==> src/rtl/ubl_pkg.sv <==
/*
 package for the baud tick generator and loopback block: register
 indices, field positions, reset values and generator widths.
 assumes nothing of its surroundings.
*/
package ubl_pkg;
   // register bus geometry
   localparam int ADDR_W = 3;
   localparam int DATA_W = 8;
   // register indices, one byte register per index
   localparam logic [2:0] ADDR_MODEM_CTRL = 3'h0;
   localparam logic [2:0] ADDR_SAMPLE_CLK = 3'h1;
   localparam logic [2:0] ADDR_DIV_LOW = 3'h2;
   localparam logic [2:0] ADDR_DIV_HIGH = 3'h3;
   localparam logic [2:0] ADDR_PRE_EXP = 3'h4;
   localparam logic [2:0] ADDR_PRE_OFS = 3'h5;
   localparam logic [2:0] ADDR_STATUS = 3'h6;
   localparam logic [2:0] ADDR_TICK_CNT = 3'h7;
   // field positions and widths
   localparam int LOOP_BIT = 4;
   localparam int SCLK_W = 4;
   localparam int EXP_W = 2;
   localparam int OFS_W = 3;
   localparam int SC_W = 5;
   localparam int DIV_W = 16;
   localparam int PRE_W = 8;
   localparam int PERIOD_W = DIV_W + PRE_W;
   localparam int ST_LOOP_BIT = 0;
   localparam int ST_DIVZ_BIT = 1;
   // sample clock count is this base minus the register value
   localparam logic [SC_W-1:0] SC_BASE = 5'h10;
   // reset values
   localparam logic [7:0] RST_MODEM_CTRL = 8'h00;
   localparam logic [SCLK_W-1:0] RST_SAMPLE_CLK = 4'h0;
   localparam logic [7:0] RST_DIV_LOW = 8'h00;
   localparam logic [7:0] RST_DIV_HIGH = 8'h00;
   localparam logic [EXP_W-1:0] RST_PRE_EXP = 2'h1;
   localparam logic [OFS_W-1:0] RST_PRE_OFS = 3'h0;
   // line idle level driven on the pin while looped back
   localparam logic LINE_IDLE = 1'b1;
endpackage : ubl_pkg

==> src/rtl/ubl_sync2.sv <==
/*
 two flip-flop synchroniser for one level from outside the clock domain.
 assumes the input is a slow level such as a serial line.
*/
`timescale 1ns/1ps
module ubl_sync2 import ubl_pkg::*;
(
   // clock and reset
   input wire logic sys_clk,
   input wire logic rst_n,
   // level in and out
   input wire logic async_in,
   output logic sync_out
);
   logic meta_ff;
   logic sync_ff;
   logic nxt_meta;

   always_comb
   begin
      nxt_meta = async_in;
   end

   // idle line is high, so reset to the idle level
   always_ff @(posedge sys_clk or negedge rst_n)
   begin
      if (!rst_n)
      begin
         meta_ff <= LINE_IDLE;
         sync_ff <= LINE_IDLE;
      end
      else
      begin
         meta_ff <= nxt_meta;
         sync_ff <= meta_ff;
      end
   end

   assign sync_out = sync_ff;
endmodule : ubl_sync2

==> src/rtl/ubl_tick_gen.sv <==
/*
 cascaded prescale and divisor counters giving one baud tick every
 divisor times prescaler clocks.
 assumes reload is a one-cycle pulse raised after the settings change.
*/
`timescale 1ns/1ps
module ubl_tick_gen import ubl_pkg::*;
#(
   parameter int DW = DIV_W,
   parameter int PW = PRE_W
)
(
   // clock and reset
   input wire logic sys_clk,
   input wire logic rst_n,
   // settings
   input wire logic reload,
   input wire logic [DW-1:0] divisor,
   input wire logic [PW-1:0] prescaler,
   // tick out
   output logic tick
);
   logic [PW-1:0] pre_cnt_ff;
   logic [DW-1:0] div_cnt_ff;
   logic tick_ff;
   logic [PW-1:0] nxt_pre_cnt;
   logic [DW-1:0] nxt_div_cnt;
   logic nxt_tick;

   if (DW < 1 || PW < 8)
   begin : g_chk
      $error("ubl_tick_gen: widths too small");
   end

   always_comb
   begin
      nxt_pre_cnt = pre_cnt_ff;
      nxt_div_cnt = div_cnt_ff;
      nxt_tick = 1'b0;
      // reload restarts
      if (reload)
      begin
         nxt_pre_cnt = prescaler - 1'b1;
         nxt_div_cnt = divisor - 1'b1;
      end
      // zero divisor halts
      else if (divisor == '0 || prescaler == '0)
      begin
         nxt_pre_cnt = '0;
         nxt_div_cnt = '0;
      end
      // cascade both counters
      else if (pre_cnt_ff == '0)
      begin
         nxt_pre_cnt = prescaler - 1'b1;
         if (div_cnt_ff == '0)
         begin
            nxt_div_cnt = divisor - 1'b1;
            nxt_tick = 1'b1;
         end
         else
         begin
            nxt_div_cnt = div_cnt_ff - 1'b1;
         end
      end
      else
      begin
         nxt_pre_cnt = pre_cnt_ff - 1'b1;
      end
   end

   always_ff @(posedge sys_clk or negedge rst_n)
   begin
      if (!rst_n)
      begin
         pre_cnt_ff <= '0;
         div_cnt_ff <= '0;
         tick_ff <= 1'b0;
      end
      else
      begin
         pre_cnt_ff <= nxt_pre_cnt;
         div_cnt_ff <= nxt_div_cnt;
         tick_ff <= nxt_tick;
      end
   end

   assign tick = tick_ff;
endmodule : ubl_tick_gen

==> src/rtl/ubl_top.sv <==
/*
 baud tick generator and internal loopback of one serial channel, with
 its setting registers on a plain byte register port.
 assumes the transmitter and receiver sit on sys_clk and that the
 serial line pin comes from outside the clock domain.
*/
// Local design decisions: the register addresses and the plain strobed port.
// Operation
// modem control bit 4 switches loopback
// loopback feeds transmit output into receiver
// baud equals clock over divisor times prescaler
// divisor is low byte plus 256 high
// prescaler is two power exponent times sum
// sample count is 16 minus register
// exponent from its register, range 1-2; the code stores and shifts by any value 0-3
// offset from its register, range 0-7
// software avoids zero divisor or prescaler
// cascaded counters, reload on setting write
`timescale 1ns/1ps
module ubl_top import ubl_pkg::*;
(
   // clock and reset
   input wire logic sys_clk,
   input wire logic rst_n,
   // register port
   input wire logic [ADDR_W-1:0] reg_addr,
   input wire logic [DATA_W-1:0] reg_wdata,
   input wire logic reg_wr,
   input wire logic reg_rd,
   output logic [DATA_W-1:0] reg_rdata,
   // serial line pins
   input wire logic line_rx_pin,
   output logic line_tx_pin,
   // shift register side
   input wire logic tsr_sout,
   output logic rsr_sin,
   // baud tick to transmitter and receiver
   output logic baud_tick
);
   // setting registers
   logic [7:0] modem_control_reg_ff;
   logic [SCLK_W-1:0] sample_clock_reg_ff;
   logic [7:0] divisor_low_byte_ff;
   logic [7:0] divisor_high_byte_ff;
   logic [EXP_W-1:0] prescale_exponent_ff;
   logic [OFS_W-1:0] prescale_offset_ff;
   logic reload_ff;
   logic [DATA_W-1:0] rdata_ff;
   logic [7:0] tick_cnt_ff;
   logic [7:0] nxt_modem_control_reg;
   logic [SCLK_W-1:0] nxt_sample_clock_reg;
   logic [7:0] nxt_divisor_low_byte;
   logic [7:0] nxt_divisor_high_byte;
   logic [EXP_W-1:0] nxt_prescale_exponent;
   logic [OFS_W-1:0] nxt_prescale_offset;
   logic nxt_reload;
   logic [DATA_W-1:0] nxt_rdata;
   logic [7:0] nxt_tick_cnt;
   // derived values
   logic loop_en;
   logic [SC_W-1:0] sample_count;
   logic [PRE_W-1:0] prescaler;
   logic [DIV_W-1:0] divisor;
   logic rx_pin_sync;
   logic tick;
   logic div_zero;

   function automatic logic is_setting(input logic [ADDR_W-1:0] a);
      is_setting = (a == ADDR_SAMPLE_CLK) || (a == ADDR_DIV_LOW) ||
                   (a == ADDR_DIV_HIGH) || (a == ADDR_PRE_EXP) ||
                   (a == ADDR_PRE_OFS);
   endfunction : is_setting

   // register writes and read mux
   always_comb
   begin
      nxt_modem_control_reg = modem_control_reg_ff;
      nxt_sample_clock_reg = sample_clock_reg_ff;
      nxt_divisor_low_byte = divisor_low_byte_ff;
      nxt_divisor_high_byte = divisor_high_byte_ff;
      nxt_prescale_exponent = prescale_exponent_ff;
      nxt_prescale_offset = prescale_offset_ff;
      // any setting write reloads
      nxt_reload = reg_wr && is_setting(reg_addr);
      nxt_rdata = '0;
      if (reg_wr)
      begin
         case (reg_addr)
            // loopback bit held here
            ADDR_MODEM_CTRL: nxt_modem_control_reg = reg_wdata;
            ADDR_SAMPLE_CLK:
               nxt_sample_clock_reg = reg_wdata[SCLK_W-1:0];
            ADDR_DIV_LOW: nxt_divisor_low_byte = reg_wdata;
            ADDR_DIV_HIGH: nxt_divisor_high_byte = reg_wdata;
            // exponent stored
            ADDR_PRE_EXP:
               nxt_prescale_exponent = reg_wdata[EXP_W-1:0];
            // offset stored
            ADDR_PRE_OFS:
               nxt_prescale_offset = reg_wdata[OFS_W-1:0];
            default: ;
         endcase
      end
      if (reg_rd)
      begin
         case (reg_addr)
            ADDR_MODEM_CTRL: nxt_rdata = modem_control_reg_ff;
            ADDR_SAMPLE_CLK:
               nxt_rdata = {{(DATA_W-SCLK_W){1'b0}}, sample_clock_reg_ff};
            ADDR_DIV_LOW: nxt_rdata = divisor_low_byte_ff;
            ADDR_DIV_HIGH: nxt_rdata = divisor_high_byte_ff;
            ADDR_PRE_EXP:
               nxt_rdata = {{(DATA_W-EXP_W){1'b0}}, prescale_exponent_ff};
            ADDR_PRE_OFS:
               nxt_rdata = {{(DATA_W-OFS_W){1'b0}}, prescale_offset_ff};
            ADDR_STATUS:
            begin
               nxt_rdata[ST_LOOP_BIT] = loop_en;
               nxt_rdata[ST_DIVZ_BIT] = div_zero;
            end
            ADDR_TICK_CNT: nxt_rdata = tick_cnt_ff;
            default: nxt_rdata = '0;
         endcase
      end
   end

   always_ff @(posedge sys_clk or negedge rst_n)
   begin
      if (!rst_n)
      begin
         modem_control_reg_ff <= RST_MODEM_CTRL;
         sample_clock_reg_ff <= RST_SAMPLE_CLK;
         divisor_low_byte_ff <= RST_DIV_LOW;
         divisor_high_byte_ff <= RST_DIV_HIGH;
         prescale_exponent_ff <= RST_PRE_EXP;
         prescale_offset_ff <= RST_PRE_OFS;
         reload_ff <= 1'b0;
         rdata_ff <= '0;
      end
      else
      begin
         modem_control_reg_ff <= nxt_modem_control_reg;
         sample_clock_reg_ff <= nxt_sample_clock_reg;
         divisor_low_byte_ff <= nxt_divisor_low_byte;
         divisor_high_byte_ff <= nxt_divisor_high_byte;
         prescale_exponent_ff <= nxt_prescale_exponent;
         prescale_offset_ff <= nxt_prescale_offset;
         reload_ff <= nxt_reload;
         rdata_ff <= nxt_rdata;
      end
   end

   // tick counter lets software watch the generator run
   always_comb
   begin
      nxt_tick_cnt = tick_cnt_ff;
      if (tick)
      begin
         nxt_tick_cnt = tick_cnt_ff + 8'h01;
      end
   end

   always_ff @(posedge sys_clk or negedge rst_n)
   begin
      if (!rst_n)
      begin
         tick_cnt_ff <= 8'h00;
      end
      else
      begin
         tick_cnt_ff <= nxt_tick_cnt;
      end
   end

   // loopback enable bit
   assign loop_en = modem_control_reg_ff[LOOP_BIT];
   // sample count from register
   assign sample_count = SC_BASE - {1'b0, sample_clock_reg_ff};
   // exponent shift of the sum, widest case 23 << 3 fits 8 bits
   assign prescaler = PRE_W'({3'h0, sample_count + {2'h0,
      prescale_offset_ff}} << prescale_exponent_ff);
   // divisor from both bytes
   assign divisor = {divisor_high_byte_ff, divisor_low_byte_ff};
   assign div_zero = (divisor == '0);

   ubl_sync2 u_rx_sync (
      .sys_clk(sys_clk),
      .rst_n(rst_n),
      .async_in(line_rx_pin),
      .sync_out(rx_pin_sync)
   );

   // reload is registered so the counters load the new settings
   ubl_tick_gen #(
      .DW(DIV_W),
      .PW(PRE_W)
   ) u_baud_tick_generator (
      .sys_clk(sys_clk),
      .rst_n(rst_n),
      .reload(reload_ff),
      .divisor(divisor),
      .prescaler(prescaler),
      .tick(tick)
   );

   // receiver hears the transmitter
   assign rsr_sin = loop_en ? tsr_sout : rx_pin_sync;
   // pin rests idle while looped so the far end sees no frames
   assign line_tx_pin = loop_en ? LINE_IDLE : tsr_sout;
   assign reg_rdata = rdata_ff;
   assign baud_tick = tick;

   // helper: clocks since last tick or reload
   logic [PERIOD_W-1:0] gap_ff;
   logic [PERIOD_W-1:0] period;
   assign period = PERIOD_W'(divisor) * PERIOD_W'(prescaler);
   always_ff @(posedge sys_clk or negedge rst_n)
   begin
      if (!rst_n)
      begin
         gap_ff <= '0;
      end
      // start one below zero so the first tick after a load also
      // lands on period minus one
      else if (reload_ff)
      begin
         gap_ff <= '1;
      end
      else if (tick)
      begin
         gap_ff <= '0;
      end
      else
      begin
         gap_ff <= gap_ff + 1'b1;
      end
   end
endmodule : ubl_top

==> config.mk <==
export PLATFORM = sky130hd
export DESIGN_NAME = ubl_top
export DESIGN_NICKNAME = d
export VERILOG_FILES = /design/src/rtl/ubl_pkg.sv /design/src/rtl/ubl_sync2.sv /design/src/rtl/ubl_tick_gen.sv /design/src/rtl/ubl_top.sv
export SDC_FILE = /design/constraint.sdc
export NUM_CORES = 1
export LEC_CHECK = 0
export BUFFER_PORTS_ARGS = -buffer_cell sky130_fd_sc_hd__buf_2
export CAP_MARGIN = 0
export CORE_MARGIN = 4
export CORE_UTILIZATION = 55
export CTS_CLUSTER_SIZE = 14
export DETAILED_ROUTE_END_ITERATION = 8
export HOLD_SLACK_MARGIN = 0.12
export PLACE_DENSITY = 0.83
export SYNTH_ARGS = -nofsm -noshare
export SYNTH_HDL_FRONTEND = slang
export SYNTH_SLANG_ARGS = --single-unit
export TNS_END_PERCENT = 1
==> constraint.sdc <==
create_clock -name sys_clk -period 3.3 [get_ports sys_clk]
set_clock_uncertainty 0.15 [all_clocks]
set_input_delay 0.165 -clock sys_clk [delete_from_list [all_inputs] [get_ports sys_clk]]
set_output_delay 0.165 -clock sys_clk [all_outputs]
set_load 0.02 [all_outputs]
Word-level counts from Yosys, hierarchy flattened
Cells that the tools add are included.
{"block": "classes", "n_addsub": 7, "n_eq_ne": 7, "shifts": 1, "mux": 16, "n_reduce_logical": 18}
{"operator": "2-to-1 mux 16 bit", "count": 4}
{"operator": "one-hot mux 6 bit (6 select lines)", "count": 1}
{"operator": "logical NOT 16 bit", "count": 2}
{"operator": "2-to-1 mux 8 bit", "count": 4}
{"operator": "subtractor 16 x 1 -> 16 bit (second input constant)", "count": 2}
{"operator": "logical NOT 8 bit", "count": 2}
{"operator": "one-hot mux 2 bit (8 select lines)", "count": 1}
{"operator": "subtractor 8 x 1 -> 8 bit (second input constant)", "count": 2}
{"operator": "== test 3 bit (second input constant)", "count": 4}
{"operator": "AND reduction 2 bit", "count": 6}
{"operator": "adder 8 x 1 -> 8 bit (second input constant)", "count": 1}
{"operator": "<< shifter 5 x 2 -> 8 bit", "count": 1}
{"operator": "== test 3 x 2 -> 1 bit (second input constant)", "count": 2}
{"operator": "2-to-1 mux 1 bit", "count": 6}
{"operator": "adder 5 x 3 -> 5 bit", "count": 1}
{"operator": "logical OR 1 bit", "count": 5}
{"operator": "subtractor 5 x 4 -> 5 bit (first input constant)", "count": 1}
{"operator": "== test 3 x 1 -> 1 bit (second input constant)", "count": 1}
{"operator": "logical NOT 3 bit", "count": 1}
{"operator": "nonzero test 3 bit", "count": 1}
{"operator": "logical AND 1 bit", "count": 1}
{"block": "word_totals", "reg_bits": 77, "inputBits": 17, "elab_cells": 63}

Longest topological paths before layout
{"block": "logic_depth", "word_depth": 7, "ltp_mapped": 13}

By module
From an unflattened synthesis, not the netlist that was laid out.
{"block": "unflattened", "cells_unflattened": 489, "area_unflattened_um2": 4757.1}
{"module": "ubl_top", "instances": 1, "cells_per_inst": 223, "area_each_um2": 2573.7, "seq_area_each_um2": 1252.5}
{"module": "ubl_tick_gen", "instances": 1, "cells_per_inst": 264, "area_each_um2": 2130.8, "seq_area_each_um2": 625.6}
{"module": "ubl_sync2", "instances": 1, "cells_per_inst": 2, "area_each_um2": 52.6, "seq_area_each_um2": 52.6}

Least setup slack after synthesis
No wires, ideal clock.
{"block": "synth_path", "path_kind": "reg-to-reg", "startpoint": "reg prescale_offset_ff[0]", "endpoint": "reg u_baud_tick_generator.pre_cnt_ff[7]", "arrival_time_ns": 2.594, "path_slack_ns": 0.462, "stages_incl_launch_ff": 13, "n_path_buf": 1, "synth_period_minus_slack_ns": 2.838, "path_cell_list": "dfrtp_1 -> inv_1 -> ha_1 -> inv_1 -> fa_1 -> clkbuf_1 -> xor2_1 -> nor3b_1 -> mux2i_1 -> o211ai_2 -> or3b_2 -> xor2_1 -> a211oi_1"}
{"block": "synth_between", "elab_chain_len": 6, "word_cells_on_any_way": 8, "classes_between": "add/sub: 2; shift: 1; mux: 3; reduce/logical: 2"}
{"item": "start: declaration", "line_no": "ubl_top.sv:46", "source": "logic [OFS_W-1:0] prescale_offset_ff;"}
{"item": "start signal: assignment", "line_no": "ubl_top.sv:147", "source": "prescale_offset_ff <= nxt_prescale_offset;"}
{"item": "adder 5 x 3 -> 5 bit (*)", "line_no": "ubl_top.sv:180", "source": "assign prescaler = PRE_W'({3'h0, sample_count + {2'h0,"}
{"item": "<< shifter 5 x 2 -> 8 bit (*)", "line_no": "ubl_top.sv:180"}
{"item": "subtractor 8 x 1 -> 8 bit / logical NOT 8 bit (equally long branches)", "line_no": "ubl_tick_gen.sv:43, ubl_tick_gen.sv:55, ubl_tick_gen.sv:47"}
{"item": "2-to-1 mux 8 bit / logical OR 1 bit (equally long branches)", "line_no": "ubl_tick_gen.sv:53, ubl_tick_gen.sv:47"}
{"item": "2-to-1 mux 8 bit", "line_no": "ubl_tick_gen.sv:47", "source": "else if (divisor == '0 || prescaler == '0)"}
{"item": "2-to-1 mux 8 bit (*)", "line_no": "ubl_tick_gen.sv:41", "source": "if (reload)"}
{"item": "via u_baud_tick_generator.nxt_pre_cnt[7]", "line_no": "ubl_tick_gen.sv:26", "source": "logic [PW-1:0] nxt_pre_cnt;"}
{"item": "end signal: assignment", "line_no": "ubl_tick_gen.sv:82", "source": "pre_cnt_ff <= nxt_pre_cnt;"}
{"item": "end: declaration", "line_no": "ubl_tick_gen.sv:23", "source": "logic [PW-1:0] pre_cnt_ff;"}
Mark *: on every way through the listed nets, which the timed path passes. The rest lies on a longest branch.
A chain may end at the register's enable or synchronous reset.

Worst setup path after layout
Same ends and word-level chain as after synthesis.

==> metrics.md <==
| Metric | Value |
|---|---|
| Avg Cell Area, Syn | `9.17 um^2` |
| Vias in the first global route | `4,122` |
| Worst Tran Pin Value | `between 1 and 1.5 ns` |
| Leak | `about 2.3 nW` |
| VDD IR max | `0.340 mV` |
| Design Area, Final | `5470 um^2` |
| Hold Path Depth | `3` |
| Fin crit share | `92.8%` |
| Initial DRC Count | `a little under 400` |
| Post-place instance area | `5140 um^2` |
| Count of pins over their slew limit | `0` |
| Mapped Area | `4920 um^2` |
| Global-route wire length before repair | `just over 20 mm` |
| Crit path required time | `3.40 ns` |
| Minimum clock period | `3.06 ns` |
| PD cells | `695 nW/um^2` |
| Commonest non-fill, non-tap cells in the layout | `74 x dfrtp_1, 48 x nand2_1, 38 x nor2_1` |
| Worst-case clock buffer depth | `2` |
| Outcome | `finished, final reports clean` |
| Full die area | `roughly 11,000 um^2` |
| Layout cells sized above 1 | `17.2%` |
| Die span in y | `103 um` |
| Total length of routed wires | `12.3 mm` |
| GRT Max-Usage Layer | `met2` |
| DP HPWL | `~8.4 mm` |
| Syn_nets | `566` |
| GR Util All Layers | `between 20% and 30%` |
| Met3 GRT Util | `3.18%` |
| Antenna-violating nets left | `0` |
| Origin of the critical flop-to-flop path | `prescale_offset_ff[0]` |
| EDFF count, synth | `0` |
| Hold endpoint | `reg_rdata[1]` |
| Top_reg_cell synth | `dfrtp_1` |
| # setup viols final | `0` |
| Via count | `4,330` |
| Max Cap Viol | `0` |
| Nets | `594` |
| Crit. End Element | `flop` |
| Warnings from Yosys | `0` |
| Synth-to-layout area growth | `11.2%` |
| Register area share after synthesis | `approximately 40%` |
| Setup TNS Final | `0 ns` |
| DR pass1 iterations | `5` |
| Critical path fanouts, max | `6` |
| H-tree depth | `3` |
| Later-pin clock latency in the skew report | `0.36 ns` |
| CP Class | `reg2reg` |
| CORE AREA | `8720 um^2` |
| Vias per cell | `about 6.4` |
| Reg2Reg Capture Point | `u_baud_tick_generator.pre_cnt_ff[7]` |
| Min-delay src | `reg_addr[1]` |
| Final hold viol count | `0` |
| R2R Setup Slk | `about 0.24 ns` |
| Root Driver | `clkbuf_8` |
| GR met1 Demand/Resource | `34.5%` |
| Achievable frequency | `0.327 GHz` |
| Async SR Flop Fraction | `100%` |
| Mapped Cells | `around 540` |
| CTS buffer count | `9` |
| Routing usage on met2 | `approximately 39%` |
| Number of I/O pins | `28` |
| Initial antenna violation count | `0` |
| Core Rows | `34` |
| Unique masters post-synth | `68` |
| CTS Sinks | `77` |
| Crit path arrival time | `approximately 3.2 ns` |
| Congestion Overflow GR | `0` |
| DRC violations left | `0` |
| Worst R2R Path Depth | `11` |
| Fin Hold WS | `0.203 ns` |
| Number of antenna diodes | `0` |
| Total power | `3.80 mW` |
| Final Wtd Congestion | `0.972` |
| Commonest non-fill, non-tap cell in the layout | `dfrtp_1` |
| Wire per inst | `18.1 um` |
| I/O Buffers | `27` |
| RSZ-0062 raised after global routing | `false` |
| Clock Pin Slew Worst Setup and Hold Paths | `roughly 0.08 ns` |
| Initial Utilization | `56.4%` |
| Startpoint Class | `flop` |
| DIE WIDTH | `103 um` |
| Synthesized flop and latch total | `77` |
| CTS tree | `built` |
| Largest net degree at the start of global routing | `78` |
| Max-slew headroom | `23.4%` |
| Worst min path class | `in2reg` |
-- cell usage after synthesis (all sizes together), types with 8 or more instances --
master	number	area, um^2
mux2i	16	160
nor4	8	50.1
nand2	48	180
xor2	20	175
a22oi	11	82.6
nor2b	10	62.6
nand4	8	50.1
mux2	32	360
xnor2	15	139
nor3	20	100
a21oi	29	145
buf	9	43.8
ha	11	138
o21ai	37	189
nand3	11	55.1
nor2	38	143
inv	22	82.6
clkbuf	19	71.3
dfrtp	74	1850
-- registers in the layout, indices dropped and copies added, names as in the netlist --
signal and cells:
modem_control_reg_ff 8, u_rx_sync.meta_ff 1, u_rx_sync.sync_out 1, prescale_offset_ff 3, divisor_low_byte_ff 8, u_baud_tick_generator.div_cnt_ff 16, u_baud_tick_generator.tick 1, prescale_exponent_ff 2
tick_cnt_ff 8, sample_clock_reg_ff 4, divisor_high_byte_ff 8, reload_ff 1, u_baud_tick_generator.pre_cnt_ff 8, reg_rdata 8
-- cells by family (layout without fill, tap and decap cells) --
logic type | after synthesis | in the layout | synth area share, %
simple gates | 184 | 184 | 19.3
compound gates | 130 | 130 | 17.1
flops | 77 | 77 | 39.2
buf+inv | 50 | 83 | 4.02
mux | 48 | 48 | 10.6
xor+xnor | 35 | 35 | 6.38
fa+ha+maj | 13 | 13 | 3.41
-- through the flow --
stage | worst slack (ns) | std cells | util [%]
after global routing | 0.0590 | 678 | 62.7
after CTS | 0.179 | 678 | 62.6
final | 0.239 | 678 | 62.7
after global placement | 0.256 | 650 | 58.9
after detailed placement | 0.187 | 650 | 58.9
after floorplan | 0.462 | 537 | -
-- per-layer routing --
metal	part of all wire [%]	routed length [um]
met5	0	0
met1	42	5160
met3	6.9	844
met2	48	5870
met4	3.4	412
-- worst max-delay path: stages (launching register included) --
cell	delay, ns
dfrtp_1	0.39
inv_1	0.07
ha_1	0.17
inv_1	0.06
fa_2	0.41
xor2_1	0.22
nor3b_1	0.25
mux2i_1	0.14
o211ai_2	0.18
or3b_2	0.47
xor2_1	0.16
a211oi_1	0.28
-- where the power goes --
| part | leakage (nW) | switching (mW) | internal [mW] |
|---|---|---|---|
| clock | 0.0968 | 0.391 | 0.359 |
| combinational | 1.27 | 0.831 | 0.705 |
| sequential | 0.947 | 0.335 | 1.18 |
| total | 2.32 | 1.56 | 2.25 |
-- repair_timing --
action / 4_1_cts / 5_1_grt
setup endpoints to repair: 0 / 12
hold buffers: 12 / 0
resized for setup: 0 / 2
buffers inserted: 0 / 0
endpoints found under the hold margin: 117 / 0
-- how the worst max path moves through the flow --
stage                               start                                   end  slack [ns]  cells past startpoint
detailed placement  prescale_offset_ff[0]  u_baud_tick_generator.div_cnt_ff[12]        0.19                     12
CTS                 prescale_offset_ff[0]  u_baud_tick_generator.div_cnt_ff[12]        0.18                     12
floorplan           prescale_offset_ff[0]   u_baud_tick_generator.pre_cnt_ff[7]        0.46                     12
global placement    prescale_offset_ff[0]  u_baud_tick_generator.div_cnt_ff[12]        0.26                     12
finish              prescale_offset_ff[0]   u_baud_tick_generator.pre_cnt_ff[7]        0.24                     11
global route        prescale_offset_ff[0]   u_baud_tick_generator.pre_cnt_ff[7]        0.06                     11
-- final cells by class --
type	instances	area [um^2]
fillers	675	3250
multi-input cells	410	2800
flip-flops and latches	77	1930
repair buffers	45	315
well taps	108	135
clock buffers	9	124
inverters	22	82.6
clock inverters	7	80.1
Power figures use the tool's default switching activity.
